**src/inc/sswd_pkg.sv**
```systemverilog
package sswd_pkg;
    // ----------------------------------------
    // instruction word layout
    // ----------------------------------------
    localparam int INSTR_W = 12;
    localparam int ADDR_W = 5;
    localparam int DATA_W = 8;
    localparam int DEST_BIT = 5;
    localparam int ADDR_LSB = 0;
    localparam int SEL_W = 3;
    // ----------------------------------------
    // opcode patterns, upper six bits, upper nine bits for direction load
    // ----------------------------------------
    localparam logic [5:0] OP_SUB_HI = 6'h02;
    localparam logic [5:0] OP_SWAP_HI = 6'h0e;
    localparam logic [8:0] OP_DIR_HI = 9'h000;
    // ----------------------------------------
    // direction register selectors and reset
    // ----------------------------------------
    localparam logic [2:0] DIR_SEL_A = 3'h5;
    localparam logic [2:0] DIR_SEL_B = 3'h6;
    localparam logic [2:0] DIR_SEL_C = 3'h7;
    localparam logic [7:0] DIR_RESET = 8'hff;
    localparam logic [7:0] WORK_RESET = 8'h00;
    localparam logic FLAG_RESET = 1'b0;
    // ----------------------------------------
    // decoder states, one-hot
    // ----------------------------------------
    typedef enum logic [3:0] {
        SSWD_IDLE = 4'h1,
        SSWD_SUB = 4'h2,
        SSWD_SWAP = 4'h4,
        SSWD_DIR = 4'h8
    } sswd_op_t;
endpackage

```
**src/logic/sswd_exec.sv**
```systemverilog
`timescale 1ns/1ps
// execution of subtract, nibble swap and direction load
module sswd_exec
    import sswd_pkg::*;
(
    input wire logic ref_clk_i,
    input wire logic rstn_i,
    input wire logic instr_valid_i,
    input wire logic [sswd_pkg::INSTR_W-1:0] instr_i,
    input wire logic [sswd_pkg::DATA_W-1:0] file_rdata_i,
    output logic [sswd_pkg::ADDR_W-1:0] file_addr_o,
    output logic [sswd_pkg::DATA_W-1:0] file_wdata_o,
    output logic file_we_o,
    output logic [sswd_pkg::DATA_W-1:0] work_o,
    output logic carry_o,
    output logic digit_carry_flag_o,
    output logic zero_o,
    output logic [7:0] dir_a_o,
    output logic [7:0] dir_b_o,
    output logic [7:0] dir_c_o,
    output logic bad_dir_o
);
    import sswd_pkg::*;

    // ----------------------------------------
    // decode, combinational on the current word
    // ----------------------------------------
    sswd_op_t op; // decoded operation
    logic dest; // destination bit
    logic [4:0] addr; // file address field
    logic [2:0] sel; // direction selector
    logic [8:0] diff; // difference with borrow-out
    logic [4:0] ldiff; // low-nibble difference
    logic [7:0] result; // value to store
    logic [7:0] work_reg, work_next; // working register, read by the arithmetic below

    assign dest = instr_i[DEST_BIT];
    assign addr = instr_i[ADDR_LSB +: ADDR_W];
    assign sel = instr_i[SEL_W-1:0];
    // file address is combinational so the operand arrives this cycle
    assign file_addr_o = addr;

    always_comb
    begin
        op = SSWD_IDLE;
        if (instr_valid_i)
        begin
            if (instr_i[11:6] == OP_SUB_HI)
            begin
                op = SSWD_SUB;
            end
            else if (instr_i[11:6] == OP_SWAP_HI)
            begin
                op = SSWD_SWAP;
            end
            else if (instr_i[11:3] == OP_DIR_HI)
            begin
                op = SSWD_DIR;
            end
        end
    end

    // ----------------------------------------
    // arithmetic
    // ----------------------------------------
    // file minus working
    assign diff = {1'b0, file_rdata_i} - {1'b0, work_reg};
    assign ldiff = {1'b0, file_rdata_i[3:0]} - {1'b0, work_reg[3:0]};

    always_comb
    begin
        result = diff[7:0];
        if (op == SSWD_SWAP)
        begin
            result = {file_rdata_i[3:0], file_rdata_i[7:4]};
        end
    end

    // ----------------------------------------
    // state: working register, flags, file write
    // ----------------------------------------
    logic carry_reg, carry_next; // carry, set means no borrow
    logic dc_reg, dc_next; // digit carry flag
    logic zero_reg, zero_next; // zero flag
    logic [7:0] fw_reg, fw_next; // file write data
    logic fwe_reg, fwe_next; // file write strobe
    logic bad_reg, bad_next; // invalid direction selector
    logic [2:0] dir_load; // direction load strobes

    always_comb
    begin
        work_next = work_reg;
        carry_next = carry_reg;
        dc_next = dc_reg;
        zero_next = zero_reg;
        fw_next = fw_reg;
        fwe_next = 1'b0;
        bad_next = 1'b0;
        dir_load = 3'h0;
        unique case (op)
            SSWD_IDLE:
            begin
                fwe_next = 1'b0;
            end
            SSWD_SUB, SSWD_SWAP:
            begin
                if (dest)
                begin
                    fw_next = result;
                    fwe_next = 1'b1;
                end
                else
                begin
                    work_next = result;
                end
                if (op == SSWD_SUB)
                begin
                    carry_next = ~diff[8];
                    dc_next = ~ldiff[4];
                    zero_next = (diff[7:0] == 8'h00);
                end
            end
            SSWD_DIR:
            begin
                if (sel == DIR_SEL_A)
                begin
                    dir_load = 3'h1;
                end
                else if (sel == DIR_SEL_B)
                begin
                    dir_load = 3'h2;
                end
                else if (sel == DIR_SEL_C)
                begin
                    dir_load = 3'h4;
                end
                else
                begin
                    bad_next = 1'b1;
                end
            end
        endcase
    end

    // registers
    always_ff @(posedge ref_clk_i or negedge rstn_i)
    begin
        if (!rstn_i)
        begin
            work_reg <= WORK_RESET;
            carry_reg <= FLAG_RESET;
            dc_reg <= FLAG_RESET;
            zero_reg <= FLAG_RESET;
            fw_reg <= WORK_RESET;
            fwe_reg <= 1'b0;
            bad_reg <= 1'b0;
        end
        else
        begin
            work_reg <= work_next;
            carry_reg <= carry_next;
            dc_reg <= dc_next;
            zero_reg <= zero_next;
            fw_reg <= fw_next;
            fwe_reg <= fwe_next;
            bad_reg <= bad_next;
        end
    end

    // ----------------------------------------
    // direction registers
    // ----------------------------------------
    sswd_dir_reg u_dir_a (.ref_clk_i(ref_clk_i), .rstn_i(rstn_i), .load_i(dir_load[0]),
        .data_i(work_reg), .dir_o(dir_a_o));
    sswd_dir_reg u_dir_b (.ref_clk_i(ref_clk_i), .rstn_i(rstn_i), .load_i(dir_load[1]),
        .data_i(work_reg), .dir_o(dir_b_o));
    sswd_dir_reg u_dir_c (.ref_clk_i(ref_clk_i), .rstn_i(rstn_i), .load_i(dir_load[2]),
        .data_i(work_reg), .dir_o(dir_c_o));

    assign work_o = work_reg;
    assign carry_o = carry_reg;
    assign digit_carry_flag_o = dc_reg;
    assign zero_o = zero_reg;
    assign file_wdata_o = fw_reg;
    assign file_we_o = fwe_reg;
    assign bad_dir_o = bad_reg;

    // ----------------------------------------
    // checks
    // ----------------------------------------
    property p_sub_val;
        @(posedge ref_clk_i) disable iff (!rstn_i)
        (op == SSWD_SUB && !dest) |=> work_o == $past(file_rdata_i) - $past(work_reg);
    endproperty
    a_sub_val: assert property (p_sub_val) else $error("subtract value wrong");

    property p_carry;
        @(posedge ref_clk_i) disable iff (!rstn_i)
        (op == SSWD_SUB) |=> carry_o == ($past(file_rdata_i) >= $past(work_reg));
    endproperty
    a_carry: assert property (p_carry) else $error("carry wrong");

    property p_pos;
        @(posedge ref_clk_i) disable iff (!rstn_i)
        (op == SSWD_SUB && file_rdata_i > work_reg) |=> carry_o && !zero_o;
    endproperty
    a_pos: assert property (p_pos) else $error("positive result flags wrong");

    property p_zero;
        @(posedge ref_clk_i) disable iff (!rstn_i)
        (op == SSWD_SUB) |=> zero_o == ($past(file_rdata_i) == $past(work_reg));
    endproperty
    a_zero: assert property (p_zero) else $error("zero flag wrong");

    property p_sub_file;
        @(posedge ref_clk_i) disable iff (!rstn_i)
        (op == SSWD_SUB && dest) |=> file_we_o && $stable(work_o);
    endproperty
    a_sub_file: assert property (p_sub_file) else $error("subtract dest wrong");

    property p_swap;
        @(posedge ref_clk_i) disable iff (!rstn_i)
        (op == SSWD_SWAP) |=> $stable(carry_o) && $stable(zero_o) && $stable(digit_carry_flag_o);
    endproperty
    a_swap: assert property (p_swap) else $error("swap changed flags");

    property p_swap_dst;
        @(posedge ref_clk_i) disable iff (!rstn_i)
        (op == SSWD_SWAP && dest) |=> file_we_o
            && file_wdata_o == {$past(file_rdata_i[3:0]), $past(file_rdata_i[7:4])};
    endproperty
    a_swap_dst: assert property (p_swap_dst) else $error("swap write wrong");

    property p_dir;
        @(posedge ref_clk_i) disable iff (!rstn_i)
        (op == SSWD_DIR && sel == DIR_SEL_B) |=> dir_b_o == $past(work_reg) && !file_we_o;
    endproperty
    a_dir: assert property (p_dir) else $error("direction load wrong");

    property p_one;
        @(posedge ref_clk_i) disable iff (!rstn_i)
        (op == SSWD_IDLE) |=> !file_we_o;
    endproperty
    a_one: assert property (p_one) else $error("write outside instruction");
endmodule // sswd_exec

```
**src/logic/sswd_dir_reg.sv**
```systemverilog
`timescale 1ns/1ps
// one port-direction register loaded from the working register
module sswd_dir_reg
    import sswd_pkg::*;
(
    input wire logic ref_clk_i,
    input wire logic rstn_i,
    input wire logic load_i,
    input wire logic [7:0] data_i,
    output logic [7:0] dir_o
);
    logic [7:0] dir_reg; // held direction
    logic [7:0] dir_next; // next direction

    // ----------------------------------------
    // next value
    // ----------------------------------------
    always_comb
    begin
        dir_next = dir_reg;
        if (load_i)
        begin
            dir_next = data_i;
        end
    end

    // ----------------------------------------
    // register
    // ----------------------------------------
    always_ff @(posedge ref_clk_i or negedge rstn_i)
    begin
        if (!rstn_i)
        begin
            dir_reg <= DIR_RESET;
        end
        else
        begin
            dir_reg <= dir_next;
        end
    end

    assign dir_o = dir_reg;
endmodule // sswd_dir_reg

```
**config.mk**
```make
export PLATFORM = sky130hd
export DESIGN_NAME = sswd_exec
export DESIGN_NICKNAME = d
export VERILOG_FILES = /design/src/inc/sswd_pkg.sv /design/src/logic/sswd_exec.sv /design/src/logic/sswd_dir_reg.sv
export SDC_FILE = /design/constraint.sdc
export NUM_CORES = 1
export LEC_CHECK = 0
export BUFFER_PORTS_ARGS = -buffer_cell sky130_fd_sc_hd__buf_4
export CAP_MARGIN = 0
export CORE_UTILIZATION = 51
export CTS_CLUSTER_DIAMETER = 200
export DETAILED_ROUTE_END_ITERATION = 8
export PLACE_DENSITY_LB_ADDON = 0.08
export SLEW_MARGIN = 0
export SYNTH_ARGS = -nofsm -noshare
export SYNTH_HDL_FRONTEND = slang
export SYNTH_SLANG_ARGS = --single-unit
```
**constraint.sdc**
```tcl
create_clock -name ref_clk_i -period 2.35 [get_ports ref_clk_i]
set_input_delay 0 -clock ref_clk_i [delete_from_list [all_inputs] [get_ports ref_clk_i]]
set_output_delay 0 -clock ref_clk_i [all_outputs]
set_load 0.01 [all_outputs]
```
# After elaboration in Yosys (flattened, before gate mapping)
# Index checks and enable logic that the tools add are counted.
[word_totals]
regBits = 45
inputBits = 23
output_inout_bits = 50
elab_cells = 44
[op_classes]
add_sub_neg = 2
eq_ne = 8
n_mux = 15
bitwise = 3
n_reduce_logical = 6
[op_table]
columns = ["operator", "n"]
rows = [
  ["$mux W4", 4],
  ["$mux W3", 4],
  ["$eq A3 B3 Y1 const B", 3],
  ["$logic_not A9 Y1", 1],
  ["$sub A8 B8 Y9", 1],
  ["$logic_not A8 Y1", 1],
  ["$mux W8", 1],
  ["$eq A6 B2 Y1 const B", 1],
  ["$eq A6 B4 Y1 const B", 1],
  ["$mux W1", 6],
  ["$reduce_and A2 Y1", 3],
  ["$sub A4 B4 Y5", 1],
  ["$eq A4 B2 Y1 const B", 1],
  ["$eq A4 B3 Y1 const B", 1],
  ["$eq A4 B4 Y1 const B", 1],
  ["$not A1 Y1", 3],
  ["$reduce_or A2 Y1", 1],
]

# Logic depth before layout (Yosys ltp)
# Gate-level depths: netlist of the first run.
[logic_depth]
word_depth = 8
ltp_mapped = 8
mapped_depth_nobuf = 8

# Modules after synthesis
# From an unflattened synthesis of the first run, not the netlist that was laid out.
[unflattened]
hier_cells = 194
hier_area_um2 = 2494.9
[modules_own_cells]
columns = ["mod", "instances", "cells_each", "area_each_um2", "seq_area_each_um2"]
rows = [
  ["sswd_exec", 1, 143, 1470.2, 525.5],
  ["sswd_dir_reg", 3, 17, 341.6, 210.2],
]

# Worst setup path before layout of the first run
# No wires, ideal clock.
[synth_path]
path_type = "register to register"
from = "register work_reg[1] (netlist: work_o[1])"
to = "register work_reg[5] (netlist: work_o[5])"
setup_time_ps = 125
arrival_time_ps = 1836
required_ps = 2225
path_slack_ps = 389
stages_incl_launch_ff = 8
path_buffers = 0
period_less_slack_ps = 1961
path_cell_list = "dfrtp_1 inv_1 ha_1 or2_2 o2111a_1 a311oi_1 o21ai_0 mux2_2"
[synth_between]
elab_chain_len = 2
[synth_lines]
columns = ["item", "line", "source"]
rows = [
  ["start: declaration", "sswd_exec.sv:35", "logic [7:0] work_reg, work_next;"],
  ["start signal: assignment", "sswd_exec.sv:160", "work_reg <= work_next;"],
  ["$sub A8 B8 Y9", "sswd_exec.sv:67", "assign diff = {1'b0, file_rdata_i} - {1'b0, work_reg};"],
  ["$mux W8", "sswd_exec.sv:73", "if (op == SSWD_SWAP)"],
]
# No other way between the ends.
# A chain may end at the register's enable or synchronous reset.

# Final worst setup path of the first run
[layout_path]
from = "register work_reg[2] (netlist: work_o[2])"
to = "register fw_reg[5] (netlist: file_wdata_o[5])"
[layout_between]
elab_chain_len = 2
[layout_lines]
columns = ["item", "line", "source"]
rows = [
  ["$sub A8 B8 Y9", "sswd_exec.sv:67", ""],
  ["$mux W8", "sswd_exec.sv:73", ""],
  ["end signal: assignment", "sswd_exec.sv:164", "fw_reg <= fw_next;"],
  ["end: declaration", "sswd_exec.sv:85", "logic [7:0] fw_reg, fw_next;"],
]
# No other way between the ends.

==> results of run 1 <==
[cells by family (layout without fill, tap and decap cells)]
| family | count (synthesis) | count (layout) | share of synthesized area |
|---|---|---|---|
| AO/OA/AOI/OAI | 43 | 43 | 0.1194 |
| XOR/XNOR | 3 | 3 | 0.01125 |
| adder cells (fa/ha/maj) | 9 | 9 | 0.05142 |
| buffers and inverters | 23 | 103 | 0.04928 |
| flip-flops | 45 | 45 | 0.4949 |
| multiplexers | 29 | 29 | 0.1387 |
| AND/OR/NAND/NOR | 56 | 56 | 0.1350 |
[sequential cells by signal, summed over array words and instances (netlist names), 8 cells and up]
name / cells
work_o: 8
u_dir_b.dir_o: 8
u_dir_a.dir_o: 8
file_wdata_o: 8
u_dir_c.dir_o: 8
[synthesized netlist by cell type (2+ instances only)]
master   count
dfstp_2     24
buf_4        5
nor2b_1      4
dfrtp_1     21
ha_1         8
buf_2        2
nand2_1     19
nor2_1       9
o21ai_1      2
xnor2_1      3
o31ai_1      3
o21a_1       5
mux2i_1      2
nand3_1      3
a21oi_1      5
nor3_1       5
mux2_2      27
inv_1       13
a21o_1       3
o21ai_0     14
a31oi_1      3
nand4_1      3
[worst max-delay path, stage by stage (launching register included)]
cell	delay, ns
dfrtp_1	0.44
inv_1	0.09
ha_1	0.25
or2_2	0.31
o2111a_1	0.24
a311oi_2	0.30
o21ai_0	0.15
mux2_2	0.28
[repair_timing]
item                                    in CTS  in global routing
hold buffers                                 2                  0
endpoints found under the setup margin       0                  2
gates resized for setup                      0                  1
endpoints found under the hold margin       23                  0
buffers inserted                             0                  0
[per-layer routing]
layer / wire length (microns) / vias up
li1: - / 895
met3: 337 / 5
met4: 51 / 0
met5: 0 / -
met2: 2642 / 57
met1: 2451 / 886
[power by group through the flow]
stage | Clock [mW] | Combinational (mW) | Sequential (mW)
2_1_floorplan | 0 | 0.360 | 0.938
3_3_place_gp | 0 | 0.698 | 0.917
3_5_place_dp | 0 | 0.704 | 0.918
4_1_cts | 0.561 | 0.709 | 0.905
5_1_grt | 0.585 | 0.786 | 0.915
6_report | 0.547 | 0.720 | 0.904
[worst paths after layout]
kind	end	cells past startpoint	start	slack [ns]
setup / recovery	file_wdata_o[5]$_DFFE_PN0P_	7	work_o[2]$_DFFE_PN0P_	0.17
hold / removal	file_wdata_o[2]$_DFFE_PN0P_	3	file_rdata_i[6]	0.02
setup reg to reg	file_wdata_o[5]$_DFFE_PN0P_	7	work_o[2]$_DFFE_PN0P_	0.17
hold reg to reg	u_dir_c.dir_o[7]$_DFFE_PN1P_	2	u_dir_c.dir_o[7]$_DFFE_PN1P_	0.47
max in group asynchronous	u_dir_b.dir_o[0]$_DFFE_PN1P_	2	rstn_i	1.72
min in group asynchronous	file_wdata_o[7]$_DFFE_PN0P_	2	rstn_i	0.22
[area by class of cell]
type / count / area share
clock buffer: 7 / 0.03185
clock inverter: 1 / 0.002858
inverter: 14 / 0.01715
multi-input combinational: 140 / 0.3495
sequential: 45 / 0.3773
tap: 52 / 0.02123
timing repair buffer: 81 / 0.2001
[per-stage QoR]
stage | util | power (mW) | cell area (sq um) | instances | hold WS, ns
floorplan | - | 1.297 | 2336 | 208 | -0.2956
global placement | 0.6687 | 1.615 | 2932 | 330 | 0.02505
detailed placement | 0.6687 | 1.621 | 2932 | 330 | 0.02784
CTS | 0.6975 | 2.175 | 3058 | 340 | 0.02964
global route | 0.6989 | 2.286 | 3064 | 340 | 0.05415
finish | 0.6989 | 2.170 | 3064 | 340 | 0.02426
==> qor_table.md, run 1 <==
| Result | This run |
| --- | --- |
| Vias post-DR | 1,843 |
| Overall overflow remaining after global route | 0 |
| DRC | 0 |
| Syn Inst Count | 208 |
| Most used DFF post-synth | dfstp_2 |
| Period utilization | 0.9256 |
| PD cells | 708.2 nW/um^2 |
| Max Slew Vio Count | 0 |
| Seq cells post-synth | 45 |
| Worst min path class | in -> reg |
| Global route hottest layer | met2 |
| Clock network fraction of design power | 0.252 |
| Worst relative slew slack | 0.6201 |
| Critical Path Sink Type | register |
| Wire length of the first global-routing pass | 8907 microns |
| Rows | 24 |
| Proportion of total power due to net switching | 0.3203 |
| Share of layout cells above drive strength 1 | 0.5069 |
| CTS tree | yes |
| Final hold violation count | 0 |
| Starting DRT DRC Count | 76 |
| Unique cell type count in the Yosys netlist | 47 |
| Antenna viol nets, final | 0 |
| Warnings from Yosys | 0 |
| Total net switching power | 0.6952 mW |
| Fraction of synthesized cell area taken by the top area cell type | 0.2700 |
| Per-cell routed wire length | 16.13 microns |
| DR vias/cell | 5.421 |
| Aggregate negative setup slack | 0 ns |
| Footprint of the multi-input gates | 1071 sq um |
| Commonest cells after routing, fill and taps aside | buf_4 (79), mux2_2 (27), dfstp_2 (24), dfrtp_1 (21), nand2_1 (19) |
| Clock Tree Buf Depth | 2 |
| Total routing resource utilization after global routing | 0.2357 |
| Number of global-route vias before repair | 1,793 |
| Design internal power | 1.475 mW |
| Tightest Pin Transition | 0.5699 ns |
| Max capacitance violation total | 0 |
| Maximum fanout along the worst path | 6 |
| Met3 routing resource usage after global routing | 0.06250 |
| First-pass DRT Iterations | 4 |
| RSZ-0062 raised after global routing | no |
| Met2 Track Usage GR | 0.3981 |
| Post-Place Worst Slack | 0.1361 ns |
| Initial core utilization | 0.5328 |
| Synthesized area per cell | 11.23 sq um |
| Clock Skews | 0.01176 ns |
| Final net count | 319 |
| Worst-Skew Late Latency | 0.30 ns |
| Part of the total power dissipated in sequential elements | 0.416 |
| Port Buf Inserts | 72 |
| Total inserted antenna cells | 0 |
| Filler cell count | 366 |
| Highest clock frequency the design can meet | 459.7 MHz |
| Combinational Power Share | 0.332 |
| Share of the yosys chip area belonging to registers | 0.4949 |
| Most frequent standard cell in the layout excluding fill and tap cells | buf_4 |
| Library cell used as clock root buffer | clkbuf_8 |
| Cell area after synthesis | 2336 sq um |
| EDFF count, synth | 0 |
| Peak ir drop on the vdd network | 0.5024 mV |
| Min Clock Period, post-route | 2.175 ns |
| I/O pin count | 73 |
| Die width | 69.68 microns |
| Leakage power figure | 1.448 nW |
| Number of antenna violations at the first check in global routing | 0 |
| Clock sink count | 45 |
| Pin count of the biggest net entering global routing | 46 |
| Result of the run | finished clean |
| Number of buffers added by the clock tree synthesis step | 5 |
| Gp weighted congestion | 0.8946 |
| DIE HEIGHT | 69.68 microns |
| FF/Latch Area | 1156 sq um |
| Leading area contributor after synthesis | dfstp_2 |
| Post-synthesis to final-layout area growth | 31.17% |
| Required time at the endpoint of the critical path | 2.53 ns |
| Dpl hpwl | 4171 microns |
| FFs w/ async S/R, synth | 1.000 |
| Die Footprint | 4855 sq um |
| Synth Net Count | 240 |
| Core area | 4384 sq um |
| Setup CP Type | reg -> reg |
| Worst setup SP type | register |
| Clock slew at reported path FFs | 0.09 ns |
| Signal arrival time at the worst endpoint | 2.36 ns |
| Final setup vio count | 0 |
| Post-route worst setup slack | 0.1749 ns |
| Met1 track demand over resource in global routing | 0.3073 |
| Wire length reported by the detailed router | 5483 microns |
| Cell types with the largest area share after synthesis | dfstp_2 (27%), dfrtp_1 (22%), mux2_2 (13%), ha_1 (4.3%), nand2_1 (3.1%) |
| Depth of the CTS H-tree | 2 |
(Power assumes the default switching activity.)
==> inputs of run 2 (changes only) <==
--- a/config.mk
+++ b/config.mk
@@ -7,11 +7,12 @@
 export LEC_CHECK = 0
 export BUFFER_PORTS_ARGS = -buffer_cell sky130_fd_sc_hd__buf_4
 export CAP_MARGIN = 0
-export CORE_UTILIZATION = 51
+export CORE_UTILIZATION = 52
 export CTS_CLUSTER_DIAMETER = 200
 export DETAILED_ROUTE_END_ITERATION = 8
 export PLACE_DENSITY_LB_ADDON = 0.08
 export SLEW_MARGIN = 0
 export SYNTH_ARGS = -nofsm -noshare
 export SYNTH_HDL_FRONTEND = slang
+export SYNTH_HIERARCHICAL = 1
 export SYNTH_SLANG_ARGS = --single-unit
==> constraint.sdc (replaced) <==
create_clock -name ref_clk_i -period 2.35 [get_ports ref_clk_i]
set_input_delay 0 -clock ref_clk_i [delete_from_list [all_inputs] [get_ports ref_clk_i]]
set_output_delay 0 -clock ref_clk_i [all_outputs]
set_load 0.005 [all_outputs]
==> run 2 against run 1 <==
Against the previous run:
- the flow now finishes with violations (DRC)
- critical path depth did not move
- via count is 5.2% lower
- routed wire length is 6.4% lower
- sequential share of layout area fell by 1.1 points
- clock skew is 0.0014 ns lower
- critical path type unchanged
==> qor_table.md, run 2 <==
| Result | This run |
| --- | --- |
| Result of the run | finished with violations |
| Failing checks | DRC |
| Total routing resource utilization after global routing | 0.2233 |
| Final net count | 299 |
| Filler cell count | 354 |
| Seq cells post-synth | 45 |
| I/O pin count | 73 |
| Rows | 24 |
| Critical Path Max Stage Delay | 0.45 ns |
| Antenna viol nets, final | 0 |
| PD cells | 669.8 nW/um^2 |
| Worst setup SP type | register |
| Worst relative slew slack | 0.6408 |
| Syn Inst Count | 194 |
| Clock sink count | 45 |
| Port Buf Inserts | 72 |
| Clock Skews | 0.01037 ns |
| Number of buffers added by the clock tree synthesis step | 5 |
| Final hold violation count | 0 |
| Number of global-route vias before repair | 1,768 |
| Most frequent standard cell in the layout excluding fill and tap cells | buf_4 |
| Maximum fanout along the worst path | 6 |
| Wire length reported by the detailed router | 5133 microns |
| CTS tree | yes |
| Clock Tree Buf Depth | 2 |
| DRC | 6 |
| Dpl hpwl | 3938 microns |
| Top Family by Delay on Critical Path | compound AO/OA/AOI/OAI gates |
| Max capacitance violation total | 0 |
| Aggregate negative setup slack | 0 ns |
| Required time at the endpoint of the critical path | 2.58 ns |
| Max Slew Vio Count | 0 |
| Cells traversed along the worst timing path | inv_1 -> ha_1 -> nor2b_4 -> o2111a_1 -> o31a_1 -> o31ai_1 -> mux2_2 |
| Min-delay src | instr_i[4] |
| Peak ir drop on the vdd network | 0.4564 mV |
| Unique cell type count in the Yosys netlist | 46 |
| End-of-flow core utilization | 0.7053 |
| Fraction of synthesized cell area taken by the top area cell type | 0.2528 |
| Cell area after synthesis | 2495 sq um |
| Clock slew at reported path FFs | 0.08 ns |
| Library cell used as clock root buffer | clkbuf_8 |
| Gp weighted congestion | 0.8374 |
| Final Power | 2.114 mW |
| DIE HEIGHT | 71.27 microns |
| Starting DRT DRC Count | 56 |
| Critical Path Sink Type | register |
| First-pass DRT Iterations | 6 |
| Crit path buffers/inverters | 1 |
| Setup CP Type | reg -> reg |
| Worst-Skew Late Latency | 0.30 ns |
| Leakage power figure | 1.469 nW |
| DR vias/cell | 5.459 |
| Slowest cell on the critical path | dfrtp_1 |
| Share of the yosys chip area belonging to registers | 0.4634 |
| Layout Cells excl Fill | 320 |
| Most used DFF post-synth | dfstp_2 |
| Core area | 4474 sq um |
| Post-synthesis to final-layout area growth | 26.48% |
| Number of antenna violations at the first check in global routing | 0 |
| Final setup vio count | 0 |
| Initial core utilization | 0.5576 |
| Synthesized area per cell | 12.86 sq um |
| Worst Hold Margin | 0.01507 ns |
| Period utilization | 0.9313 |
| Depth of the CTS H-tree | 2 |
| Critical path startpoint | work_o[2]$_DFFE_PN0P_ |
| Die width | 71.27 microns |
| Per-cell routed wire length | 16.04 microns |
| EDFF count, synth | 0 |
| Die Footprint | 5079 sq um |
| FFs w/ async S/R, synth | 1.000 |
| Total inserted antenna cells | 0 |
| Wire length of the first global-routing pass | 8735 microns |
| Pin count of the biggest net entering global routing | 46 |
| Total setup buffers inserted after CTS | 0 |
| Beginning of the worst register-to-register path | work_o[2]$_DFFE_PN0P_ |
| Warnings from Yosys | 6 |
| Min Clock Period, post-route | 2.188 ns |
| Leading area contributor after synthesis | dfstp_2 |
| RSZ-0062 raised after global routing | no |
| Signal arrival time at the worst endpoint | 2.42 ns |
| Highest clock frequency the design can meet | 456.9 MHz |
| Worst min path class | in -> reg |
| Vias post-DR | 1,747 |
| Synth Net Count | 226 |
| Commonest cells after routing, fill and taps aside | buf_4 (76), mux2_4 (24), dfstp_2 (24), dfrtp_1 (20) |
| Overall overflow remaining after global route | 0 |
| Cell types with the largest area share after synthesis | dfstp_2 (25%), dfrtp_1 (21%), mux2_4 (14%), mux2_2 (5.4%), ha_1 (4.0%) |
| Commonest cells post-synth | dfstp_2 (24), mux2_4 (24), dfrtp_1 (21), mux2_2 (12), nand2_1 (12) |
| Tightest Pin Transition | 0.5387 ns |
| Total placed cells including tap cells | 311 |
| Share of layout cells above drive strength 1 | 0.5821 |
[run 2: cell types whose count changed after synthesis, moves of 6 or more]
cell / previous run / this run
o21ai_0: 14 / 8
mux2_2: 27 / 12
mux2_4: 0 / 24
nand2_1: 19 / 12
[run 2: tightest hold or removal path, delay by kind of cell]
family,cells,cell delay (ns)
buffers and inverters,1,0.10
AND/OR/NAND/NOR,2,0.17
[run 2: final timing paths]
path	slack, ns	endpoint	depth (start not counted)
setup / recovery	0.16	work_o[6]$_DFFE_PN0P_	7
hold / removal	0.02	bad_dir_o$_DFF_PN0_	3
setup reg to reg	0.16	work_o[6]$_DFFE_PN0P_	7
hold reg to reg	0.49	file_wdata_o[2]$_DFFE_PN0P_	2
max in group asynchronous	1.72	work_o[4]$_DFFE_PN0P_	2
min in group asynchronous	0.24	file_wdata_o[3]$_DFFE_PN0P_	2
[run 2: cell type report]
class | instances | area [sq um] | share of cell area
clock buffer | 8 | 111.4 | 0.03529
inverter | 11 | 41.29 | 0.01308
multi-input combinational | 127 | 1200 | 0.3803
sequential | 45 | 1157 | 0.3668
tap | 52 | 65.06 | 0.02062
timing repair buffer | 77 | 580.6 | 0.1840
[run 2: metal layers]
layer | part of all wire | global-route usage | vias up
met5 | 0 | 0 | -
met4 | 0.0066 | 0.04889 | 0
met3 | 0.046 | 0.04923 | 5
met2 | 0.49 | 0.3619 | 43
met1 | 0.45 | 0.3103 | 857
li1 | - | - | 842
[run 2: power breakdown]
part | switching (mW) | total, mW | internal, mW
Sequential | 0.0838 | 0.931 | 0.847
Clock | 0.255 | 0.559 | 0.304
Combinational | 0.302 | 0.624 | 0.322
[run 2: logic make-up (layout without fill, tap and decap cells)]
kind of cell,after synthesis,in the layout,share of synthesized area
flops,45,45,0.4634
simple gates,43,43,0.1204
mux,37,37,0.2026
compound gates,35,35,0.09679
buf+inv,22,96,0.05817
fa+ha+maj,9,9,0.04815
xor+xnor,3,3,0.01053
[run 2: what timing repair did]
| item | in CTS | in global routing |
|---|---|---|
| resized for setup | 0 | 2 |
| hold endpoints to repair | 21 | 0 |
| hold buffers | 1 | 0 |
| setup endpoints to repair | 0 | 2 |
[run 2: metrics by stage]
step,setup slack (ns),area (sq um)
4_1_cts,0.1446,3148
3_3_place_gp,0.1849,3027
6_report,0.1615,3156
3_5_place_dp,0.1876,3027
2_1_floorplan,0.3468,2495
5_1_grt,0.04317,3156
==> inputs of run 3 (changes only) <==
--- a/config.mk
+++ b/config.mk
@@ -7,8 +7,9 @@
 export LEC_CHECK = 0
 export BUFFER_PORTS_ARGS = -buffer_cell sky130_fd_sc_hd__buf_4
 export CAP_MARGIN = 0
-export CORE_UTILIZATION = 52
+export CORE_UTILIZATION = 50
 export CTS_CLUSTER_DIAMETER = 200
+export CTS_CLUSTER_SIZE = 25
 export DETAILED_ROUTE_END_ITERATION = 8
 export PLACE_DENSITY_LB_ADDON = 0.08
 export SLEW_MARGIN = 0
==> run 3 against run 2 <==
Against the previous run:
- final cell count up 4.7%
- power shrank 2.5%
- maximum frequency is 0.99% lower
- clock power down 8.4%
- combinational power down 1%
- the run now ends clean
- global-route usage decreased by 1.9 points
- hold slack improved by 0.0016 ns
- utilization fell by 4.0 points
==> qor_table.md, run 3 (synthesis gave the netlist of run 2 again) <==
| Result | This run |
| --- | --- |
| Result of the run | finished clean |
| Highest clock frequency the design can meet | 452.4 MHz |
| Beginning of the worst register-to-register path | work_o[2]$_DFFE_PN0P_ |
| Rows | 25 |
| Core area | 4755 sq um |
| Worst min path class | in -> reg |
| Gp weighted congestion | 0.8961 |
| Wire length reported by the detailed router | 5062 microns |
| Slowest cell on the critical path | dfrtp_1 |
| Clock Tree Buf Depth | 2 |
| Total routing resource utilization after global routing | 0.2039 |
| Depth of the CTS H-tree | 2 |
| Antenna viol nets, final | 0 |
| CTS tree | yes |
| Min Clock Period, post-route | 2.210 ns |
| Commonest cells after routing, fill and taps aside | buf_4 (77), mux2_4 (24), dfstp_2 (24), dfrtp_1 (21) |
| Leakage power figure | 1.470 nW |
| Final setup vio count | 0 |
| PD cells | 651.9 nW/um^2 |
| Post-synthesis to final-layout area growth | 26.73% |
| Peak ir drop on the vdd network | 0.3049 mV |
| Critical Path Sink Type | register |
| Layout Cells excl Fill | 335 |
| Required time at the endpoint of the critical path | 2.59 ns |
| Max Slew Vio Count | 0 |
| Placement Cell Area | 3053 sq um |
| Most frequent standard cell in the layout excluding fill and tap cells | buf_4 |
| Filler cell count | 374 |
| Dpl hpwl | 3855 microns |
| I/O pin count | 73 |
| Max capacitance violation total | 0 |
| Die Footprint | 5277 sq um |
| Total inserted antenna cells | 0 |
| Final Power | 2.061 mW |
| Final net count | 300 |
| Total placed cells including tap cells | 327 |
| Number of global-route vias before repair | 1,649 |
| Starting DRT DRC Count | 67 |
| Worst relative slew slack | 0.6319 |
| Critical path capture point | file_wdata_o[6]$_DFFE_PN0P_ |
| Clock sink count | 45 |
| Number of antenna violations at the first check in global routing | 0 |
| Aggregate negative setup slack | 0 ns |
| Post-Place Worst Slack | 0.1663 ns |
| Endpoint of the lowest-slack register-to-register path | file_wdata_o[6]$_DFFE_PN0P_ |
| Cells traversed along the worst timing path | inv_1 -> ha_1 -> nor2b_4 -> o2111a_1 -> o31a_1 -> o31ai_1 -> mux2_2 |
| Critical path startpoint | work_o[2]$_DFFE_PN0P_ |
| Worst Hold Margin | 0.01663 ns |
| Library cell used as clock root buffer | clkbuf_8 |
| Vias post-DR | 1,739 |
| DIE HEIGHT | 72.64 microns |
| Period utilization | 0.9406 |
| Clock slew at reported path FFs | 0.08 ns |
| Initial core utilization | 0.5247 |
| Worst setup slack for register-to-register paths | 0.14 ns |
| Critical Path Max Stage Delay | 0.47 ns |
| Port Buf Inserts | 72 |
| Setup CP Type | reg -> reg |
| Worst setup SP type | register |
| Worst-Skew Late Latency | 0.29 ns |
| End-of-flow core utilization | 0.6650 |
| Cell area after layout | 3162 sq um |
| First-pass DRT Iterations | 4 |
| DRC | 0 |
| Pin count of the biggest net entering global routing | 46 |
| Tightest Pin Transition | 0.5521 ns |
| Maximum fanout along the worst path | 6 |
| Share of layout cells above drive strength 1 | 0.5784 |
| RSZ-0062 raised after global routing | no |
| Total setup buffers inserted after CTS | 0 |
| Die width | 72.64 microns |
| Per-cell routed wire length | 15.11 microns |
| Number of cells on the worst reg-to-reg path | 7 |
| DR vias/cell | 5.191 |
| Count of cells resized by post-cts repair | 0 |
| Number of buffers added by the clock tree synthesis step | 5 |
| Final hold violation count | 0 |
| Post-route worst setup slack | 0.1397 ns |
| Wire length of the first global-routing pass | 8086 microns |
| Overall overflow remaining after global route | 0 |
| Signal arrival time at the worst endpoint | 2.45 ns |
| Clock Skews | 0.004075 ns |
[run 3: worst min-delay path by stage]
stage / start / endpoint / slack, ns / cells past startpoint
after floorplan: rstn_i / bad_dir_o$_DFF_PN0_ / -0.30 / 0
after global placement: rstn_i / bad_dir_o$_DFF_PN0_ / 0.02 / 1
after detailed placement: rstn_i / bad_dir_o$_DFF_PN0_ / 0.03 / 1
after CTS: instr_i[4] / bad_dir_o$_DFF_PN0_ / 0.01 / 3
after global routing: instr_i[4] / bad_dir_o$_DFF_PN0_ / 0.02 / 3
final: instr_i[4] / bad_dir_o$_DFF_PN0_ / 0.02 / 3
[run 3: what timing repair did]
action                     CTS  global route
hold endpoints to repair    21             0
hold buffers                 1             0
setup endpoints to repair    0             0
[run 3: per-layer routing]
layer | track usage | wire (microns)
met1 | 0.2933 | 2477
met3 | 0.04282 | 244
met2 | 0.3115 | 2279
met5 | 0 | 0
met4 | 0.05882 | 61
[run 3: worst max-delay path: cells and delay by family (launching register included)]
kind	cells	cell delay, ns
multiplexers	1	0.21
AO/OA/AOI/OAI	3	0.86
adder cells (fa/ha/maj)	1	0.36
buffers and inverters	1	0.08
AND/OR/NAND/NOR	1	0.16
flip-flops	1	0.47
[run 3: area by class of cell]
| type | count | area [sq um] | area share |
|---|---|---|---|
| clock buffers | 6 | 93.84 | 0.02968 |
| clock inverters | 1 | 5.005 | 0.001583 |
| inverters | 11 | 41.29 | 0.01306 |
| multi-input cells | 127 | 1194 | 0.3775 |
| flip-flops and latches | 45 | 1156 | 0.3657 |
| well taps | 67 | 83.83 | 0.02651 |
| repair buffers | 78 | 588.1 | 0.1860 |
[run 3: where the power goes]
group | switching (mW) | internal [mW]
logic | 0.295 | 0.323
clock network | 0.246 | 0.266
registers | 0.0849 | 0.846
total | 0.626 | 1.44
